<file path="config.mk">
export PLATFORM = sky130hd
export DESIGN_NAME = brv_regs
export DESIGN_NICKNAME = d
export VERILOG_FILES = /design/src/logic/brv_pkg.sv /design/src/logic/brv_regs.sv /design/src/logic/brv_pin_sync.sv
export SDC_FILE = /design/constraint.sdc
export NUM_CORES = 1
export LEC_CHECK = 0
export BUFFER_PORTS_ARGS = -buffer_cell sky130_fd_sc_hd__buf_2
export CORE_ASPECT_RATIO = 1.4
export CORE_MARGIN = 1.5
export CORE_UTILIZATION = 40
export DETAILED_ROUTE_END_ITERATION = 10
export HOLD_SLACK_MARGIN = 0.1
export PLACE_DENSITY = 0.58
export SYNTH_ARGS = -nofsm -noshare
export SYNTH_HDL_FRONTEND = slang
export SYNTH_SLANG_ARGS = --single-unit
</file>
<file path="constraint.sdc">
create_clock -name core_clk_i -period 3.85 [get_ports core_clk_i]
set_input_delay 0.5775 -clock core_clk_i [delete_from_list [all_inputs] [get_ports core_clk_i]]
set_output_delay 0.5775 -clock core_clk_i [all_outputs]
set_load 0.02 [all_outputs]
</file>
<file path="src/logic/brv_pkg.sv">
package brv_pkg;

  localparam logic [7:0] BRV_OFS_RAIL2_CONTROL = 8'h21;
  localparam logic [7:0] BRV_OFS_RAIL3_DECAY = 8'h22;
  localparam logic [7:0] BRV_OFS_RAIL3_VOLTAGE = 8'h23;
  localparam logic [7:0] BRV_OFS_RAIL3_SLEEP = 8'h24;
  localparam logic [7:0] BRV_OFS_RAIL4_CONTROL = 8'h25;
  localparam int unsigned BRV_NUM_REGS = 5;

  // code fields sit in bits 7:1 of every voltage-carrying register
  localparam int unsigned BRV_CODE_MSB = 7;
  localparam int unsigned BRV_CODE_LSB = 1;
  localparam int unsigned BRV_DECAY_BIT = 0;
  localparam int unsigned BRV_SLEEP_EN_BIT = 0;
  localparam int unsigned BRV_R4_SLP_MSB = 5;
  localparam int unsigned BRV_R4_SLP_LSB = 4;
  localparam int unsigned BRV_R4_MODE_BIT = 1;
  localparam int unsigned BRV_R4_ON_BIT = 0;

  localparam logic [7:0] BRV_RST_RAIL2_CONTROL = 8'h00;
  localparam logic [7:0] BRV_RST_RAIL3_DECAY = 8'h00;
  localparam logic [7:0] BRV_RST_RAIL3_VOLTAGE = 8'h00;
  localparam logic [7:0] BRV_RST_RAIL3_SLEEP = 8'h00;
  localparam logic [7:0] BRV_RST_RAIL4_CONTROL = 8'h0c;

  // writable masks; cleared bits read as zero
  localparam logic [7:0] BRV_MASK_RAIL3_VOLTAGE = 8'hfe;
  localparam logic [7:0] BRV_MASK_RAIL4_CONTROL = 8'h3f;
  localparam logic [1:0] BRV_R4_SLP_OFF = 2'h0;
  localparam logic [1:0] BRV_R4_SLP_ON = 2'h3;

  typedef enum logic [3:0] {
    BRV_ST_STRAP = 4'h1,
    BRV_ST_REQ = 4'h2,
    BRV_ST_WAIT = 4'h4,
    BRV_ST_RUN = 4'h8
  } brv_load_e;

endpackage

</file>
<file path="src/logic/brv_regs.sv">
`timescale 1ns/10ps
`default_nettype none
module brv_regs (
  input wire logic core_clk_i,
  input wire logic nrst_i,
  // factory straps, caught once after reset release
  input wire logic otp_set_select_i,
  input wire logic sleep_pin_is_six_i,
  input wire logic rail2_fine_range_i,
  // configuration memory read port, data sampled on the edge that ends otp_rd_o
  output logic otp_rd_o,
  output logic [3:0] otp_addr_o,
  input wire logic [7:0] otp_data_i,
  // byte register port from the serial management front end
  input wire logic [7:0] reg_addr_i,
  input wire logic [7:0] reg_wdata_i,
  input wire logic reg_wr_i,
  input wire logic reg_rd_i,
  output logic [7:0] reg_rdata_o,
  output logic reg_ack_o,
  output logic cfg_loaded_o,
  // active-low sleep control pins
  input wire logic control_pin_three_sleep_n,
  input wire logic control_pin_six_sleep_n,
  input wire logic rail4_seq_enable_i,
  input wire logic [6:0] rail4_normal_code,
  input wire logic [6:0] rail4_sleep_code,
  // regulator controls
  output logic [6:0] rail2_code_o,
  output logic rail2_step_fine_o,
  output logic rail2_passive_ramp_down,
  output logic rail2_down_step_o,
  output logic [6:0] rail3_code_o,
  output logic rail3_passive_ramp_down,
  output logic rail3_down_step_o,
  output logic rail3_in_sleep_o,
  output logic [6:0] rail4_code_o,
  output logic rail4_in_sleep_o,
  output logic rail4_forced_pwm_o,
  output logic rail4_run_o
);
  import brv_pkg::*;

  typedef struct packed {
    brv_load_e st;
    logic [2:0] idx;
    logic otp_set;
    logic pin_six;
    logic fine;
    logic [BRV_NUM_REGS-1:0][7:0] regs;
    logic [7:0] rdata;
    logic ack;
    logic otp_rd;
    logic [6:0] r2_code;
    logic [6:0] r3_code;
    logic [6:0] r4_code;
    logic r2_down;
    logic r3_down;
    logic r3_sleep;
    logic r4_sleep;
    logic r4_run;
  } brv_state_s;

  localparam logic [2:0] IDX_R2 = 3'h0;
  localparam logic [2:0] IDX_R3D = 3'h1;
  localparam logic [2:0] IDX_R3V = 3'h2;
  localparam logic [2:0] IDX_R3S = 3'h3;
  localparam logic [2:0] IDX_R4 = 3'h4;
  localparam logic [2:0] IDX_LAST = 3'(BRV_NUM_REGS - 1);

  logic rst_meta_reg;
  logic rst_n_reg;
  logic [1:0] pins_level;
  brv_state_s state_reg;
  brv_state_s state_next;

  // maps a bus offset onto a register slot; hit is low for unmapped offsets
  function automatic logic [3:0] decode(input logic [7:0] addr);
    logic [7:0] rel;
    rel = addr - BRV_OFS_RAIL2_CONTROL;
    if (addr >= BRV_OFS_RAIL2_CONTROL && addr <= BRV_OFS_RAIL4_CONTROL) begin
      decode = {1'b1, rel[2:0]};
    end else begin
      decode = 4'h0;
    end
  endfunction

  // store one byte into a slot, clearing reserved bits and keeping the old rail four sleep field on bad values
  function automatic logic [7:0] store(input logic [2:0] idx, input logic [7:0] old, input logic [7:0] d);
    logic [7:0] v;
    v = d;
    case (idx)
      IDX_R3V: v = d & BRV_MASK_RAIL3_VOLTAGE;
      IDX_R4: begin
        v = d & BRV_MASK_RAIL4_CONTROL;
        if (d[BRV_R4_SLP_MSB:BRV_R4_SLP_LSB] != BRV_R4_SLP_OFF &&
            d[BRV_R4_SLP_MSB:BRV_R4_SLP_LSB] != BRV_R4_SLP_ON) begin
          v[BRV_R4_SLP_MSB:BRV_R4_SLP_LSB] = old[BRV_R4_SLP_MSB:BRV_R4_SLP_LSB];
        end
      end
      default: v = d;
    endcase
    store = v;
  endfunction

  // reset release through two flops
  always_ff @(posedge core_clk_i or negedge nrst_i) begin
    if (!nrst_i) begin
      rst_meta_reg <= 1'b0;
      rst_n_reg <= 1'b0;
    end else begin
      rst_meta_reg <= 1'b1;
      rst_n_reg <= rst_meta_reg;
    end
  end

  brv_pin_sync #(
    .WIDTH(2),
    .IDLE(2'h3)
  ) u_pin_sync (
    .core_clk_i(core_clk_i),
    .rst_n_i(rst_n_reg),
    .pin_i({control_pin_six_sleep_n, control_pin_three_sleep_n}),
    .level_o(pins_level)
  );

  always_comb begin
    logic [3:0] hit;
    logic sleep_low;
    logic [7:0] r2;
    logic [7:0] r3v;
    logic [7:0] r3s;
    logic [7:0] r4;
    logic [6:0] r2_new;
    logic [6:0] r3_new;
    hit = decode(reg_addr_i);
    r2 = state_reg.regs[IDX_R2];
    r3v = state_reg.regs[IDX_R3V];
    r3s = state_reg.regs[IDX_R3S];
    r4 = state_reg.regs[IDX_R4];
    sleep_low = state_reg.pin_six ? ~pins_level[1] : ~pins_level[0];
    r2_new = 7'h00;
    r3_new = 7'h00;
    state_next = state_reg;
    state_next.ack = 1'b0;
    state_next.otp_rd = 1'b0;
    state_next.r2_down = 1'b0;
    state_next.r3_down = 1'b0;

    case (state_reg.st)
      BRV_ST_STRAP: begin
        state_next.pin_six = sleep_pin_is_six_i;
        state_next.otp_set = otp_set_select_i;
        state_next.fine = rail2_fine_range_i;
        state_next.idx = IDX_R2;
        state_next.st = BRV_ST_REQ;
      end
      BRV_ST_REQ: begin
        state_next.otp_rd = 1'b1;
        state_next.st = BRV_ST_WAIT;
      end
      BRV_ST_WAIT: begin
        state_next.regs[state_reg.idx] = store(state_reg.idx, state_reg.regs[state_reg.idx], otp_data_i);
        if (state_reg.idx == IDX_LAST) begin
          state_next.st = BRV_ST_RUN;
        end else begin
          state_next.idx = state_reg.idx + 3'h1;
          state_next.st = BRV_ST_REQ;
        end
      end
      BRV_ST_RUN: begin
        if (reg_wr_i) begin
          state_next.ack = 1'b1;
          if (hit[3]) begin
            state_next.regs[hit[2:0]] = store(hit[2:0], state_reg.regs[hit[2:0]], reg_wdata_i);
          end
        end else if (reg_rd_i) begin
          state_next.ack = 1'b1;
          state_next.rdata = hit[3] ? state_reg.regs[hit[2:0]] : 8'h00;
        end
      end
      default: begin
        state_next.st = BRV_ST_STRAP;
      end
    endcase

    // regulation follows the stored bytes from the cycle after they change

    state_next.r3_sleep = r3s[BRV_SLEEP_EN_BIT] & sleep_low;
    state_next.r4_sleep = (r4[BRV_R4_SLP_MSB:BRV_R4_SLP_LSB] == BRV_R4_SLP_ON) & sleep_low;

    r2_new = r2[BRV_CODE_MSB:BRV_CODE_LSB];
    r3_new = state_next.r3_sleep ? r3s[BRV_CODE_MSB:BRV_CODE_LSB] : r3v[BRV_CODE_MSB:BRV_CODE_LSB];
    state_next.r4_code = state_next.r4_sleep ? rail4_sleep_code : rail4_normal_code;

    if (state_reg.st == BRV_ST_RUN) begin
      state_next.r2_code = r2_new;
      state_next.r3_code = r3_new;
      state_next.r2_down = r2_new < state_reg.r2_code;
      state_next.r3_down = r3_new < state_reg.r3_code;
      state_next.r4_run = r4[BRV_R4_ON_BIT] & rail4_seq_enable_i;
    end else begin
      state_next.r2_code = r2_new;
      state_next.r3_code = r3_new;
      state_next.r4_run = 1'b0;
    end
  end

  always_ff @(posedge core_clk_i or negedge rst_n_reg) begin
    if (!rst_n_reg) begin
      state_reg <= '{
        st: BRV_ST_STRAP,
        idx: IDX_R2,
        otp_set: 1'b0,
        pin_six: 1'b0,
        fine: 1'b0,
        regs: {BRV_RST_RAIL4_CONTROL, BRV_RST_RAIL3_SLEEP, BRV_RST_RAIL3_VOLTAGE,
               BRV_RST_RAIL3_DECAY, BRV_RST_RAIL2_CONTROL},
        rdata: 8'h00,
        ack: 1'b0,
        otp_rd: 1'b0,
        r2_code: 7'h00,
        r3_code: 7'h00,
        r4_code: 7'h00,
        r2_down: 1'b0,
        r3_down: 1'b0,
        r3_sleep: 1'b0,
        r4_sleep: 1'b0,
        r4_run: 1'b0
      };
    end else begin
      state_reg <= state_next;
    end
  end

  assign otp_rd_o = state_reg.otp_rd;
  assign otp_addr_o = {state_reg.otp_set, state_reg.idx};
  assign reg_rdata_o = state_reg.rdata;
  assign reg_ack_o = state_reg.ack;
  assign cfg_loaded_o = (state_reg.st == BRV_ST_RUN);

  assign rail2_code_o = state_reg.r2_code;
  assign rail2_step_fine_o = state_reg.fine;
  assign rail2_passive_ramp_down = state_reg.regs[IDX_R2][BRV_DECAY_BIT];
  assign rail2_down_step_o = state_reg.r2_down;
  // rail three has no range choice, always the 25 mV steps
  assign rail3_code_o = state_reg.r3_code;
  assign rail3_passive_ramp_down = state_reg.regs[IDX_R3D][BRV_DECAY_BIT];
  assign rail3_down_step_o = state_reg.r3_down;
  assign rail3_in_sleep_o = state_reg.r3_sleep;
  assign rail4_code_o = state_reg.r4_code;
  assign rail4_in_sleep_o = state_reg.r4_sleep;
  // mode bit relied on being 1
  assign rail4_forced_pwm_o = state_reg.regs[IDX_R4][BRV_R4_MODE_BIT];
  assign rail4_run_o = state_reg.r4_run;

endmodule // brv_regs
`default_nettype wire

</file>
<file path="src/logic/brv_pin_sync.sv">
`timescale 1ns/10ps
`default_nettype none
module brv_pin_sync #(
  parameter int unsigned WIDTH = 2,
  parameter logic [WIDTH-1:0] IDLE = '1
) (
  input wire logic core_clk_i,
  input wire logic rst_n_i,
  input wire logic [WIDTH-1:0] pin_i,
  output logic [WIDTH-1:0] level_o
);

  typedef struct packed {
    logic [WIDTH-1:0] meta;
    logic [WIDTH-1:0] s2;
    logic [WIDTH-1:0] s3;
    logic [WIDTH-1:0] level;
  } brv_sync_s;

  brv_sync_s state_reg;
  brv_sync_s state_next;

  always_comb begin
    state_next = state_reg;
    state_next.meta = pin_i;
    state_next.s2 = state_reg.meta;
    state_next.s3 = state_reg.s2;
    // a bit only moves once two settled stages agree, so one glitchy sample is dropped
    for (int i = 0; i < int'(WIDTH); i++) begin
      if (state_reg.s2[i] == state_reg.s3[i]) begin
        state_next.level[i] = state_reg.s3[i];
      end
    end
  end

  always_ff @(posedge core_clk_i or negedge rst_n_i) begin
    if (!rst_n_i) begin
      state_reg <= '{meta: IDLE, s2: IDLE, s3: IDLE, level: IDLE};
    end else begin
      state_reg <= state_next;
    end
  end

  assign level_o = state_reg.level;

endmodule // brv_pin_sync
`default_nettype wire

</file>
== Word-level counts from Yosys, hierarchy flattened ==
Index checks and enable logic that the tools add are counted.
Word-level totals
  register bits after elaboration: 96
  output and inout port bits: 45
  logic and storage cells: 108
Operators by class
  add/sub/neg operators: 2
  muxes and demuxes: 36
  equality and inequality tests: 16
  $lt $le $gt $ge: 8
  bitwise operators: 6
  reduce and logical (&&, ||, !) cells: 12
Operator list (count)
  bitwise mux 40 bit: 2
  2-to-1 mux 40 bit: 2
  one-hot mux 40 bit (2 select lines): 1
  2-to-1 mux 8 bit: 8
  binary-select mux 8 bit (select 3 bit): 2
  demux 8 bit (select 3 bit): 2
  one-hot mux 8 bit (2 select lines): 2
  one-hot mux 4 bit (4 select lines): 1
  less-than comparator 7 bit: 2
  2-to-1 mux 7 bit: 2
  2-to-1 mux 9 bit: 1
  greater-or-equal comparator 8 x 6 -> 1 bit (second input constant): 1
  <= comparator 8 x 6 -> 1 bit (second input constant): 1
  less-than comparator 3 x 4 -> 1 bit (second input constant): 2
  2-to-1 mux 4 bit: 2
  inequality test 2 bit (second input constant): 4
  nonzero test 2 bit: 4
  == test 3 x 2 -> 1 bit (second input constant): 2
  == test 3 bit (second input constant): 2
  greater-or-equal comparator 3 x 1 -> 1 bit (second input constant): 2
  2-to-1 mux 2 bit: 3
  2-to-1 mux 6 bit: 1
  one-hot mux 3 bit (2 select lines): 1
  AND reduction 3 bit: 2
  15 further kinds: 28

== Longest topological paths before layout ==
Gate-level depths: netlist of run 1.
  depth after elaboration: 14
  depth in mapped cells: 11
  mapped depth without buffers: 9

== By module ==
A second synthesis of run 1 with hierarchy kept.
Second synthesis, totals
  cells, all modules: 517
  area, all modules: 5152.4 um^2
Modules (own cells, without submodules)
  brv_regs: sequential area each 2205.9 um^2, instances 1, area each 4904.7 um^2, cells each 505
  brv_pin_sync: sequential area each 210.2 um^2, instances 1, area each 247.7 um^2, cells each 12

== Worst setup path before layout of run 1 ==
Ideal clock, no wire load.
  kind: in2reg
  start point: input reg_addr_i[0]
  end point: register state_reg[75] (netlist name)
  arrival: 2684 ps
  data required time: 3723 ps
  stages on the path: 10
  path slack: 1039 ps
  path through: clkbuf_8 > clkinv_1 > ha_1 > xnor2_1 > or4_1 > buf_2 > a2111oi_4 > or2_1 > buf_6 > o22ai_1
On the way
  longest elaborated chain between the ends: 12
  elaborated cells between the ends (all ways): 22
  those cells by class: 1 x add/sub; 4 x order compare; 3 x eq/ne; 11 x mux; 3 x reduce/logical
Ends and longest elaborated chain
  start: declaration: line brv_regs.sv:15  | input wire logic [7:0] reg_addr_i,
  greater-or-equal comparator 8 x 6 -> 1 bit or <= comparator 8 x 6 -> 1 bit (tied branches): line brv_regs.sv:81  | if (addr >= BRV_OFS_RAIL2_CONTROL && addr <= BRV_OFS_RAIL4_CONTROL) begin
  logical AND 1 bit: line brv_regs.sv:81
  2-to-1 mux 4 bit *: line brv_regs.sv:81
  branches (longest 9 deep; another with less-than comparator 3 x 4 -> 1 bit)
  end signal: assignment: line brv_regs.sv:211  | state_reg <= '{
  end signal: assignment: line brv_regs.sv:232  | state_reg <= state_next;
  end: declaration: line brv_regs.sv:74  | brv_state_s state_reg;
Mark *: on every way between the ends. The select of a mux whose other input is x is not followed.
A chain may end at the register's enable or synchronous reset.

== Final worst setup path of run 1 ==
Same ends and word-level chain as after synthesis.

==> results of run 1 <==
[layout make-up]
cell class,instances,area [sq um]
Clock inverter,4,30.0
Timing Repair Buffer,107,576
Clock buffer,12,246
Sequential cell,96,2420
Fill cell,1182,6630
Multi-Input combinational cell,324,2240
Inverter,25,93.8
Tap cell,150,188
[metrics by stage]
step,worst slack (ns),utilization
global placement,0.669,0.443
detailed placement,0.587,0.443
CTS,0.942,0.466
finish,0.912,0.466
floorplan,0.997,-
global route,0.678,0.466
[Yosys cell counts, types with 5 or more instances]
master | count | share of area
nand3_1 | 12 | 0.012
ha_1 | 17 | 0.041
a32oi_1 | 13 | 0.022
a21oi_1 | 22 | 0.021
a31oi_1 | 5 | 0.0061
nor2_1 | 19 | 0.014
mux2_2 | 18 | 0.039
mux2i_1 | 7 | 0.014
o31ai_1 | 6 | 0.0087
inv_1 | 23 | 0.017
o22ai_1 | 13 | 0.016
dfstp_2 | 11 | 0.056
a22oi_1 | 9 | 0.013
a22o_1 | 12 | 0.020
clkbuf_1 | 13 | 0.0095
dfrtp_1 | 85 | 0.41
nand2_1 | 46 | 0.034
o21ai_0 | 35 | 0.034
nor4_1 | 5 | 0.0061
o221ai_1 | 6 | 0.010
nor3_1 | 7 | 0.0068
buf_4 | 36 | 0.052
a21o_1 | 6 | 0.0087
buf_2 | 7 | 0.0068
[routing by layer]
layer / track usage / up-vias / part of all wire
met5: 0 / - / 0
met4: 0.129 / 0 / 0.049
met3: 0.0375 / 46 / 0.057
met2: 0.364 / 199 / 0.50
met1: 0.253 / 2066 / 0.40
li1: - / 1930 / -
[worst max-delay path by stage]
stage / startpoint / depth (start not counted) / slack, ns / end
floorplan: rst_n_reg$_DFF_PN0_ / 0 / 1.0 / otp_addr_o[0]$_DFFE_PN0P_
global placement: reg_addr_i[0] / 8 / 0.67 / state_reg[75]$_DFFE_PN0P_
detailed placement: reg_addr_i[0] / 8 / 0.59 / state_reg[75]$_DFFE_PN0P_
CTS: reg_addr_i[0] / 8 / 0.94 / state_reg[75]$_DFFE_PN0P_
global route: reg_addr_i[0] / 8 / 0.68 / state_reg[75]$_DFFE_PN0P_
finish: reg_addr_i[0] / 8 / 0.91 / state_reg[75]$_DFFE_PN0P_
[cell families (layout without fill, tap and decap cells)]
kind of cell / count (synthesis) / after routing / share of synthesized area
other cells: 1 / 1 / 0.000728
compound gates: 151 / 151 / 0.205
mux: 25 / 25 / 0.0530
flops: 96 / 96 / 0.469
xor+xnor: 3 / 3 / 0.00510
buf+inv: 85 / 148 / 0.0948
simple gates: 123 / 123 / 0.123
fa+ha+maj: 21 / 21 / 0.0491
[timing repair]
item | 4_1_cts | 5_1_grt
setup buffers | 0 | 0
hold buffers | 1 | 0
resized for setup | 0 | 0
hold endpoints to repair | 2 | 0
[power groups by stage]
stage,logic (W),registers [W],clock network (W)
after floorplan,0.000255,0.00117,0
after global placement,0.000357,0.00117,0
after detailed placement,0.000365,0.00118,0
after CTS,0.000366,0.00116,0.000879
after global routing,0.000401,0.00117,0.000913
final,0.000363,0.00116,0.000855
==> flow_metrics.tcl, run 1 <==
set metrics [dict create \
    syn_inst 505 \
    synth-seq-cells 96 \
    dieArea_sq_um 13600 \
    p_leak_nw 2.63 \
    mostFrequentLayoutCells "92 x buf_2, 84 x dfrtp_1, 46 x nand2_1, 35 x o21ai_0, 23 x inv_1" \
    cts.clk_slew.worst_paths_ns 0.07 \
    reg2reg_from "state_reg[82]$_DFFE_PN1N_" \
    die_width_microns 98.9 \
    hold_path_depth 1 \
    min_from "control_pin_six_sleep_n" \
    startpoint_type "input pin" \
    grtUsageTotal 0.214 \
    rrSetupSlack_ns 1.01 \
    crit_fanout 10 \
    pwr-share-seq 0.487 \
    die_h_microns 137 \
    min_period_over_period 0.763 \
    cts.sinks 96 \
    avgSynthCellArea_sq_um 10.2 \
    synth-edff-count 0 \
    drtIter0Drc 346 \
    grt_pass1_vias 4057 \
    synthesis.nets 570 \
    coreArea_sq_um 12400 \
    placed_cells 701 \
    row_count 48 \
    design_area_sq_um 5800 \
    ioPinCount 93 \
    worstPathRequired_ns 4.06 \
    synth-seq-area-share 0.469 \
    clock_latency_ns 0.35 \
    whs_ns 0.321 \
    drv_slew 0 \
    cts.htree.levels 3 \
    critPathKind "in2reg" \
    synth_cell_type_count 69 \
    hp-class "in2reg" \
    max_cap_viol_count 0 \
    finalHoldViolations 0 \
    cp.buffers_inverters 2 \
    cts_buffers 9 \
    io_buffers 92 \
    drt-total-wl_microns 14200 \
    synthFlopType "dfrtp_1" \
    violations "DRC" \
    comb_power_share 0.153 \
    diodes 0 \
    hpwl_microns 10500 \
    drc 6 \
    layout_commonest_cell "buf_2" \
    worstMarginPinSlew_ns 1.20 \
    fin_skew_ns 0.00640 \
    place_congestion 0.898 \
    max_freq_mhz 340 \
    place_area_sq_um 5510 \
    grt_antenna_before_repair 0 \
    syn_to_final_growth_pct 12.6 \
    slowest_stage "or4_1" \
    ant_nets 0 \
    initial_core_util 0.414 \
    timing.rr.end "state_reg[49]$_DFFE_PN0P_" \
    fin_crit_ns 2.94 \
    critPathCaptureType "register" \
    grt_overflow 0 \
    grt_pass1_wl_microns 21800 \
    r2r_cells 6 \
    largest_reg_flops 35 \
    hold_path_end "u_pin_sync.state_next[5]$_DFF_PN1_" \
    critPathMaxStageDelay_ns 0.67 \
    p_clk_frac 0.360 \
    fin_nets 628 \
    grt_max_degree 72 \
    setup_viol 0 \
    clockBufferDepth 2 \
    cts_tree "yes" \
    power_w 0.00238 \
    crit_path_cell_trace "buf_2 -> clkinv_1 -> ha_1 -> xnor2_1 -> or4_1 -> a2111oi_4 -> or2_1 -> o22ai_1" \
    irDropWorstVdd_mv 0.192 \
    drtPass1Iterations 8 \
    p_per_area_nw_per_um2 410 \
    synth_area_sq_um 5150 \
    fin_tns_setup_ns 0 \
    slew_headroom 0.189 \
    via_count 4241 \
    swShare 0.285 \
    cts-root-buf "clkbuf_16" \
    outcome "finished with violations" \
    p_int_w 0.00170 \
    p_sw_w 0.000677 \
    critical_path.top_delay_family "simple AND/OR/NAND/NOR gates" \
    via_per_inst 5.91 \
    final_layout_size_suffix_gt1_frac 0.306 \
    postSynth.asyncResetShare 1.00 \
    crit_arrival_ns 3.15 \
    rsz0062_at_grt "no" \
    ys.warnings.count 0 \
    instances_no_fill 718 \
    routedWlPerCell_microns 19.8 \
]
No activity file was read; power rests on OpenSTA's default activity.
==> run 2: changes to the inputs <==
==> constraint.sdc (replaced) <==
create_clock -name core_clk_i -period 3.1 [get_ports core_clk_i]
set_input_delay 0.465 -clock core_clk_i [delete_from_list [all_inputs] [get_ports core_clk_i]]
set_output_delay 0.465 -clock core_clk_i [all_outputs]
set_load 0.02 [all_outputs]
==> flow_metrics.tcl, run 2 (synthesis results as in run 1) <==
set metrics [dict create \
    critPathCaptureType "register" \
    irDropWorstVdd_mv 0.250 \
    outcome "finished with violations" \
    die_h_microns 137 \
    slowest_stage "nor4_1" \
    grtUsageTotal 0.208 \
    drv_slew 0 \
    layout_commonest_cell "buf_2" \
    row_count 48 \
    routedWlPerCell_microns 19.3 \
    ctsResizeCount 0 \
    fin_tns_setup_ns 0 \
    coreArea_sq_um 12400 \
    fin_nets 635 \
    drtIter0Drc 310 \
    reg2reg_from "state_reg[82]$_DFFE_PN1N_" \
    critPathKind "reg2reg" \
    hold_path_end "u_pin_sync.state_next[4]$_DFF_PN1_" \
    crit_fanout 11 \
    worstPathRequired_ns 3.31 \
    drc 6 \
    hpwl_microns 10500 \
    die_width_microns 98.9 \
    critPathMaxStageDelay_ns 0.75 \
    r2r_cells 6 \
    fillers 1200 \
    ioPinCount 93 \
    grt_antenna_before_repair 0 \
    placed_cells 708 \
    cts_buffers 9 \
    place_congestion 0.873 \
    cts.clk_slew.worst_paths_ns 0.06 \
    hp-class "in2reg" \
    fin_crit_ns 2.88 \
    diodes 0 \
    grt_pass1_wl_microns 21400 \
    crit_arrival_ns 3.09 \
    min_from "control_pin_three_sleep_n" \
    cp.buffers_inverters 1 \
    drtPass1Iterations 8 \
    rsz0062_at_grt "no" \
    max_cap_viol_count 0 \
    via_per_inst 5.84 \
    regArea_sq_um 2420 \
    p_per_area_nw_per_um2 525 \
    crit_path_cell_trace "or4b_1 -> inv_2 -> nor4_1 -> o21ai_0 -> a2bb2oi_1 -> o31ai_1" \
    drt-total-wl_microns 14000 \
    initial_core_util 0.414 \
    timing.rr.end "state_reg[49]$_DFFE_PN0P_" \
    instances_no_fill 725 \
    whs_ns 0.218 \
    via_count 4237 \
    finalHoldViolations 0 \
    mostFrequentLayoutCells "92 x buf_2, 84 x dfrtp_1, 46 x nand2_1, 35 x o21ai_0, 23 x inv_1" \
    hold_path_depth 1 \
    dieArea_sq_um 13600 \
    clockBufferDepth 2 \
    grt_pass1_vias 4027 \
    min_period_over_period 0.929 \
    io_buffers 92 \
    clock_latency_ns 0.35 \
    violations "DRC" \
    multi_input_area_sq_um 2240 \
    startpoint_type "register" \
    worstMarginPinSlew_ns 1.34 \
    slew_headroom 0.0950 \
    setup_viol 0 \
    critical_path.top_delay_family "compound AO/OA/AOI/OAI gates" \
    grt_max_degree 59 \
    power_w 0.00310 \
    largest_reg_flops 35 \
    cts.sinks 96 \
    p_leak_nw 2.69 \
    cts_tree "yes" \
    max_freq_mhz 347 \
    fin_skew_ns 0.00931 \
    syn_to_final_growth_pct 14.6 \
    cts-root-buf "clkbuf_16" \
    cts.htree.levels 3 \
    grt_overflow 0 \
    rrSetupSlack_ns 0.22 \
    final_layout_size_suffix_gt1_frac 0.317 \
    ant_nets 0 \
]
[run 2: changes by cell type in the layout (fill, tap and decap cells not counted)]
| cell | delta |
|---|---|
| clkbuf_1 | -1 |
| clkinv_4 | -1 |
| buf_4 | +7 |
| bufinv_16 | +2 |
[run 2: layout make-up]
type / instances / area share
Clock buffer: 11 / 0.0412
Clock inverter: 5 / 0.0138
Inverter: 25 / 0.0159
Multi-Input combinational cell: 324 / 0.381
Sequential cell: 96 / 0.410
Tap cell: 150 / 0.0318
Timing Repair Buffer: 114 / 0.106
[run 2: worst register-to-register path: stages, from the launching register on]
cell,delay (ns)
dfstp_2,0.58
or4b_1,0.17
inv_2,0.09
nor4_1,0.75
o21ai_0,0.73
a2bb2oi_1,0.34
o31ai_1,0.10
[run 2: stage by stage]
| step | setup slack [ns] | util | area [sq um] |
|---|---|---|---|
| floorplan | 0.247 | - | 5150 |
| global placement | 0.218 | 0.448 | 5560 |
| detailed placement | 0.0543 | 0.448 | 5560 |
| CTS | 0.271 | 0.474 | 5900 |
| global route | 0.0713 | 0.474 | 5900 |
| finish | 0.221 | 0.474 | 5900 |
[run 2: repair_timing]
action	4_1_cts	5_1_grt
hold buffers	1	0
hold endpoints to repair	2	0
setup buffers	0	0
[run 2: worst max path at each step]
stage / from / end / depth (start not counted)
final: state_reg[82]$_DFFE_PN1N_ / state_reg[49]$_DFFE_PN0P_ / 6
after global routing: state_reg[82]$_DFFE_PN1N_ / state_reg[49]$_DFFE_PN0P_ / 6
after CTS: state_reg[83]$_DFFE_PN0N_ / state_reg[45]$_DFFE_PN0P_ / 5
after detailed placement: reg_addr_i[0] / state_reg[45]$_DFFE_PN0P_ / 8
after global placement: reg_addr_i[0] / state_reg[47]$_DFFE_PN0P_ / 8
after floorplan: rst_n_reg$_DFF_PN0_ / otp_addr_o[0]$_DFFE_PN0P_ / 0
[run 2: power by group]
part	switching, W	total (W)	internal (W)
sequential	0.0000819	0.00143	0.00135
clock	0.000476	0.00121	0.000729
combinational	0.000267	0.000460	0.000193
total	0.000825	0.00310	0.00227
[run 2: per-layer routing]
layer / share of wire / GRT usage / vias up / routed length (microns)
li1: - / - / 1954 / -
met1: 0.41 / 0.252 / 2084 / 5660
met2: 0.51 / 0.368 / 168 / 7150
met3: 0.052 / 0.0299 / 31 / 725
met4: 0.032 / 0.0921 / 0 / 441
met5: 0 / 0 / - / 0
==> run 3: changes to the inputs <==
--- a/config.mk
+++ b/config.mk
@@ -6,7 +6,6 @@
 export NUM_CORES = 1
 export LEC_CHECK = 0
 export BUFFER_PORTS_ARGS = -buffer_cell sky130_fd_sc_hd__buf_2
-export CORE_ASPECT_RATIO = 1.4
 export CORE_MARGIN = 1.5
 export CORE_UTILIZATION = 40
 export DETAILED_ROUTE_END_ITERATION = 10
==> flow_metrics.tcl, run 3 (synthesis results as in run 1) <==
set metrics [dict create \
    outcome "completed" \
    coreArea_sq_um 12600 \
    via_per_inst 5.63 \
    critical_path.top_delay_family "compound AO/OA/AOI/OAI gates" \
    grtUsageTotal 0.211 \
    drv_slew 0 \
    dp_slack_ns 0.211 \
    dieArea_sq_um 13600 \
    pwr-share-seq 0.467 \
    max_cap_viol_count 0 \
    critPathCaptureType "register" \
    setup.worst_path.start "state_reg[82]$_DFFE_PN1N_" \
    place_congestion 0.854 \
    grt_pass1_vias 4057 \
    irDropWorstVdd_mv 0.273 \
    fin_skew_ns 0.0110 \
    postCtsHoldBufs 1 \
    fin_tns_setup_ns 0 \
    max_freq_mhz 352 \
    critPathMaxStageDelay_ns 0.78 \
    slowest_stage "nor4_1" \
    clockBufferDepth 2 \
    hp-class "in2reg" \
    layout_commonest_cell "buf_2" \
    drtIter0Drc 372 \
    routedWlPerCell_microns 18.1 \
    drc 0 \
    drtPass1Iterations 5 \
    swShare 0.280 \
    mostFrequentLayoutCells "92 x buf_2, 84 x dfrtp_1, 46 x nand2_1, 35 x o21ai_0, 23 x inv_1" \
    crit_arrival_ns 3.05 \
    cts_setup_buffers 0 \
    comb_power_share 0.150 \
    initial_core_util 0.410 \
    drt-total-wl_microns 13500 \
    p_sw_w 0.000855 \
    worstPathRequired_ns 3.32 \
    reg2reg_from "state_reg[82]$_DFFE_PN1N_" \
    cts_tree "yes" \
    regArea_sq_um 2420 \
    grt_overflow 0 \
    die_h_microns 116 \
    p_leak_nw 2.67 \
    grt_pass1_wl_microns 21400 \
    die_width_microns 116 \
    fin_nets 632 \
    fillers 1193 \
    cp.buffers_inverters 1 \
    p_int_w 0.00220 \
    fin_crit_ns 2.84 \
    p_per_area_nw_per_um2 519 \
    ant_nets 0 \
    grt_antenna_before_repair 0 \
    slew_headroom 0.165 \
    multi_input_area_sq_um 2240 \
    io_buffers 92 \
    crit_fanout 11 \
    min_period_over_period 0.915 \
    p_clk_frac 0.383 \
    fin_util 0.469 \
    diodes 0 \
    worstMarginPinSlew_ns 1.24 \
    via_count 4191 \
    crit_path_cell_trace "or4b_1 -> inv_2 -> nor4_1 -> o21ai_0 -> a21oi_1 -> o31ai_1" \
    finalHoldViolations 0 \
    ioPinCount 93 \
    row_count 41 \
    final_layout_size_suffix_gt1_frac 0.315 \
    cts_buffers 9 \
    ctsResizeCount 0 \
    hpwl_microns 10100 \
    placed_cells 727 \
    cts.sinks 96 \
    rsz0062_at_grt "no" \
    grt_max_degree 50 \
    clock_latency_ns 0.35 \
    largest_reg_flops 35 \
    cts.htree.levels 3 \
    min_from "control_pin_six_sleep_n" \
    instances_no_fill 744 \
    cts.clk_slew.worst_paths_ns 0.07 \
    setup_ws_ns 0.263 \
    cts-root-buf "clkbuf_16" \
    setup_viol 0 \
    syn_to_final_growth_pct 14.5 \
    whs_ns 0.213 \
    critPathKind "reg2reg" \
    startpoint_type "register" \
]
==> run 3: cell count changes in the layout (fill, tap and decap cells not counted), sizes merged <==
cell,delta
buf,-3
bufinv,-1
inv,+2
clkbuf,-1
clkinv,-1
clkinvlp,+1
==> run 3: area by class of cell <==
class	count	area share
Sequential cell	96	0.411
Multi-Input combinational cell	324	0.381
Timing Repair Buffer	111	0.103
Clock buffer	10	0.0405
Tap cell	172	0.0365
Inverter	25	0.0159
Clock inverter	6	0.0129
==> run 3: through the flow <==
| stage | total power, W | instance area (sq um) |
|---|---|---|
| floorplan | 0.00177 | 5150 |
| finish | 0.00306 | 5890 |
| detailed placement | 0.00192 | 5570 |
| global placement | 0.00190 | 5570 |
| CTS | 0.00309 | 5890 |
| global route | 0.00320 | 5890 |
==> run 3: final timing paths <==
check                                                     end  slack [ns]  cells after the start
min in group asynchronous                 reg_ack_o$_DFF_PN0_        0.36                      0
max                                 state_reg[48]$_DFFE_PN0P_        0.26                      6
max reg2reg                         state_reg[48]$_DFFE_PN0P_        0.26                      6
min                        u_pin_sync.state_next[5]$_DFF_PN1_        0.21                      1
min reg2reg                               reg_ack_o$_DFF_PN0_        0.36                      0
max in group asynchronous           state_reg[70]$_DFFE_PN1P_        1.90                      1
==> run 3: per-layer routing <==
layer / up-vias / share of wire / global-route usage
met1: 2037 / 0.43 / 0.275
li1: 1931 / - / -
met4: 0 / 0.016 / 0.0537
met3: 22 / 0.076 / 0.0483
met2: 201 / 0.48 / 0.355
met5: - / 0 / 0
==> run 3: power by group through the flow <==
stage	sequential (W)	combinational [W]	clock (W)
2_1_floorplan	0.00146	0.000317	0
3_3_place_gp	0.00145	0.000451	0
3_5_place_dp	0.00146	0.000461	0
4_1_cts	0.00143	0.000463	0.00120
5_1_grt	0.00144	0.000515	0.00124
6_report	0.00143	0.000460	0.00117
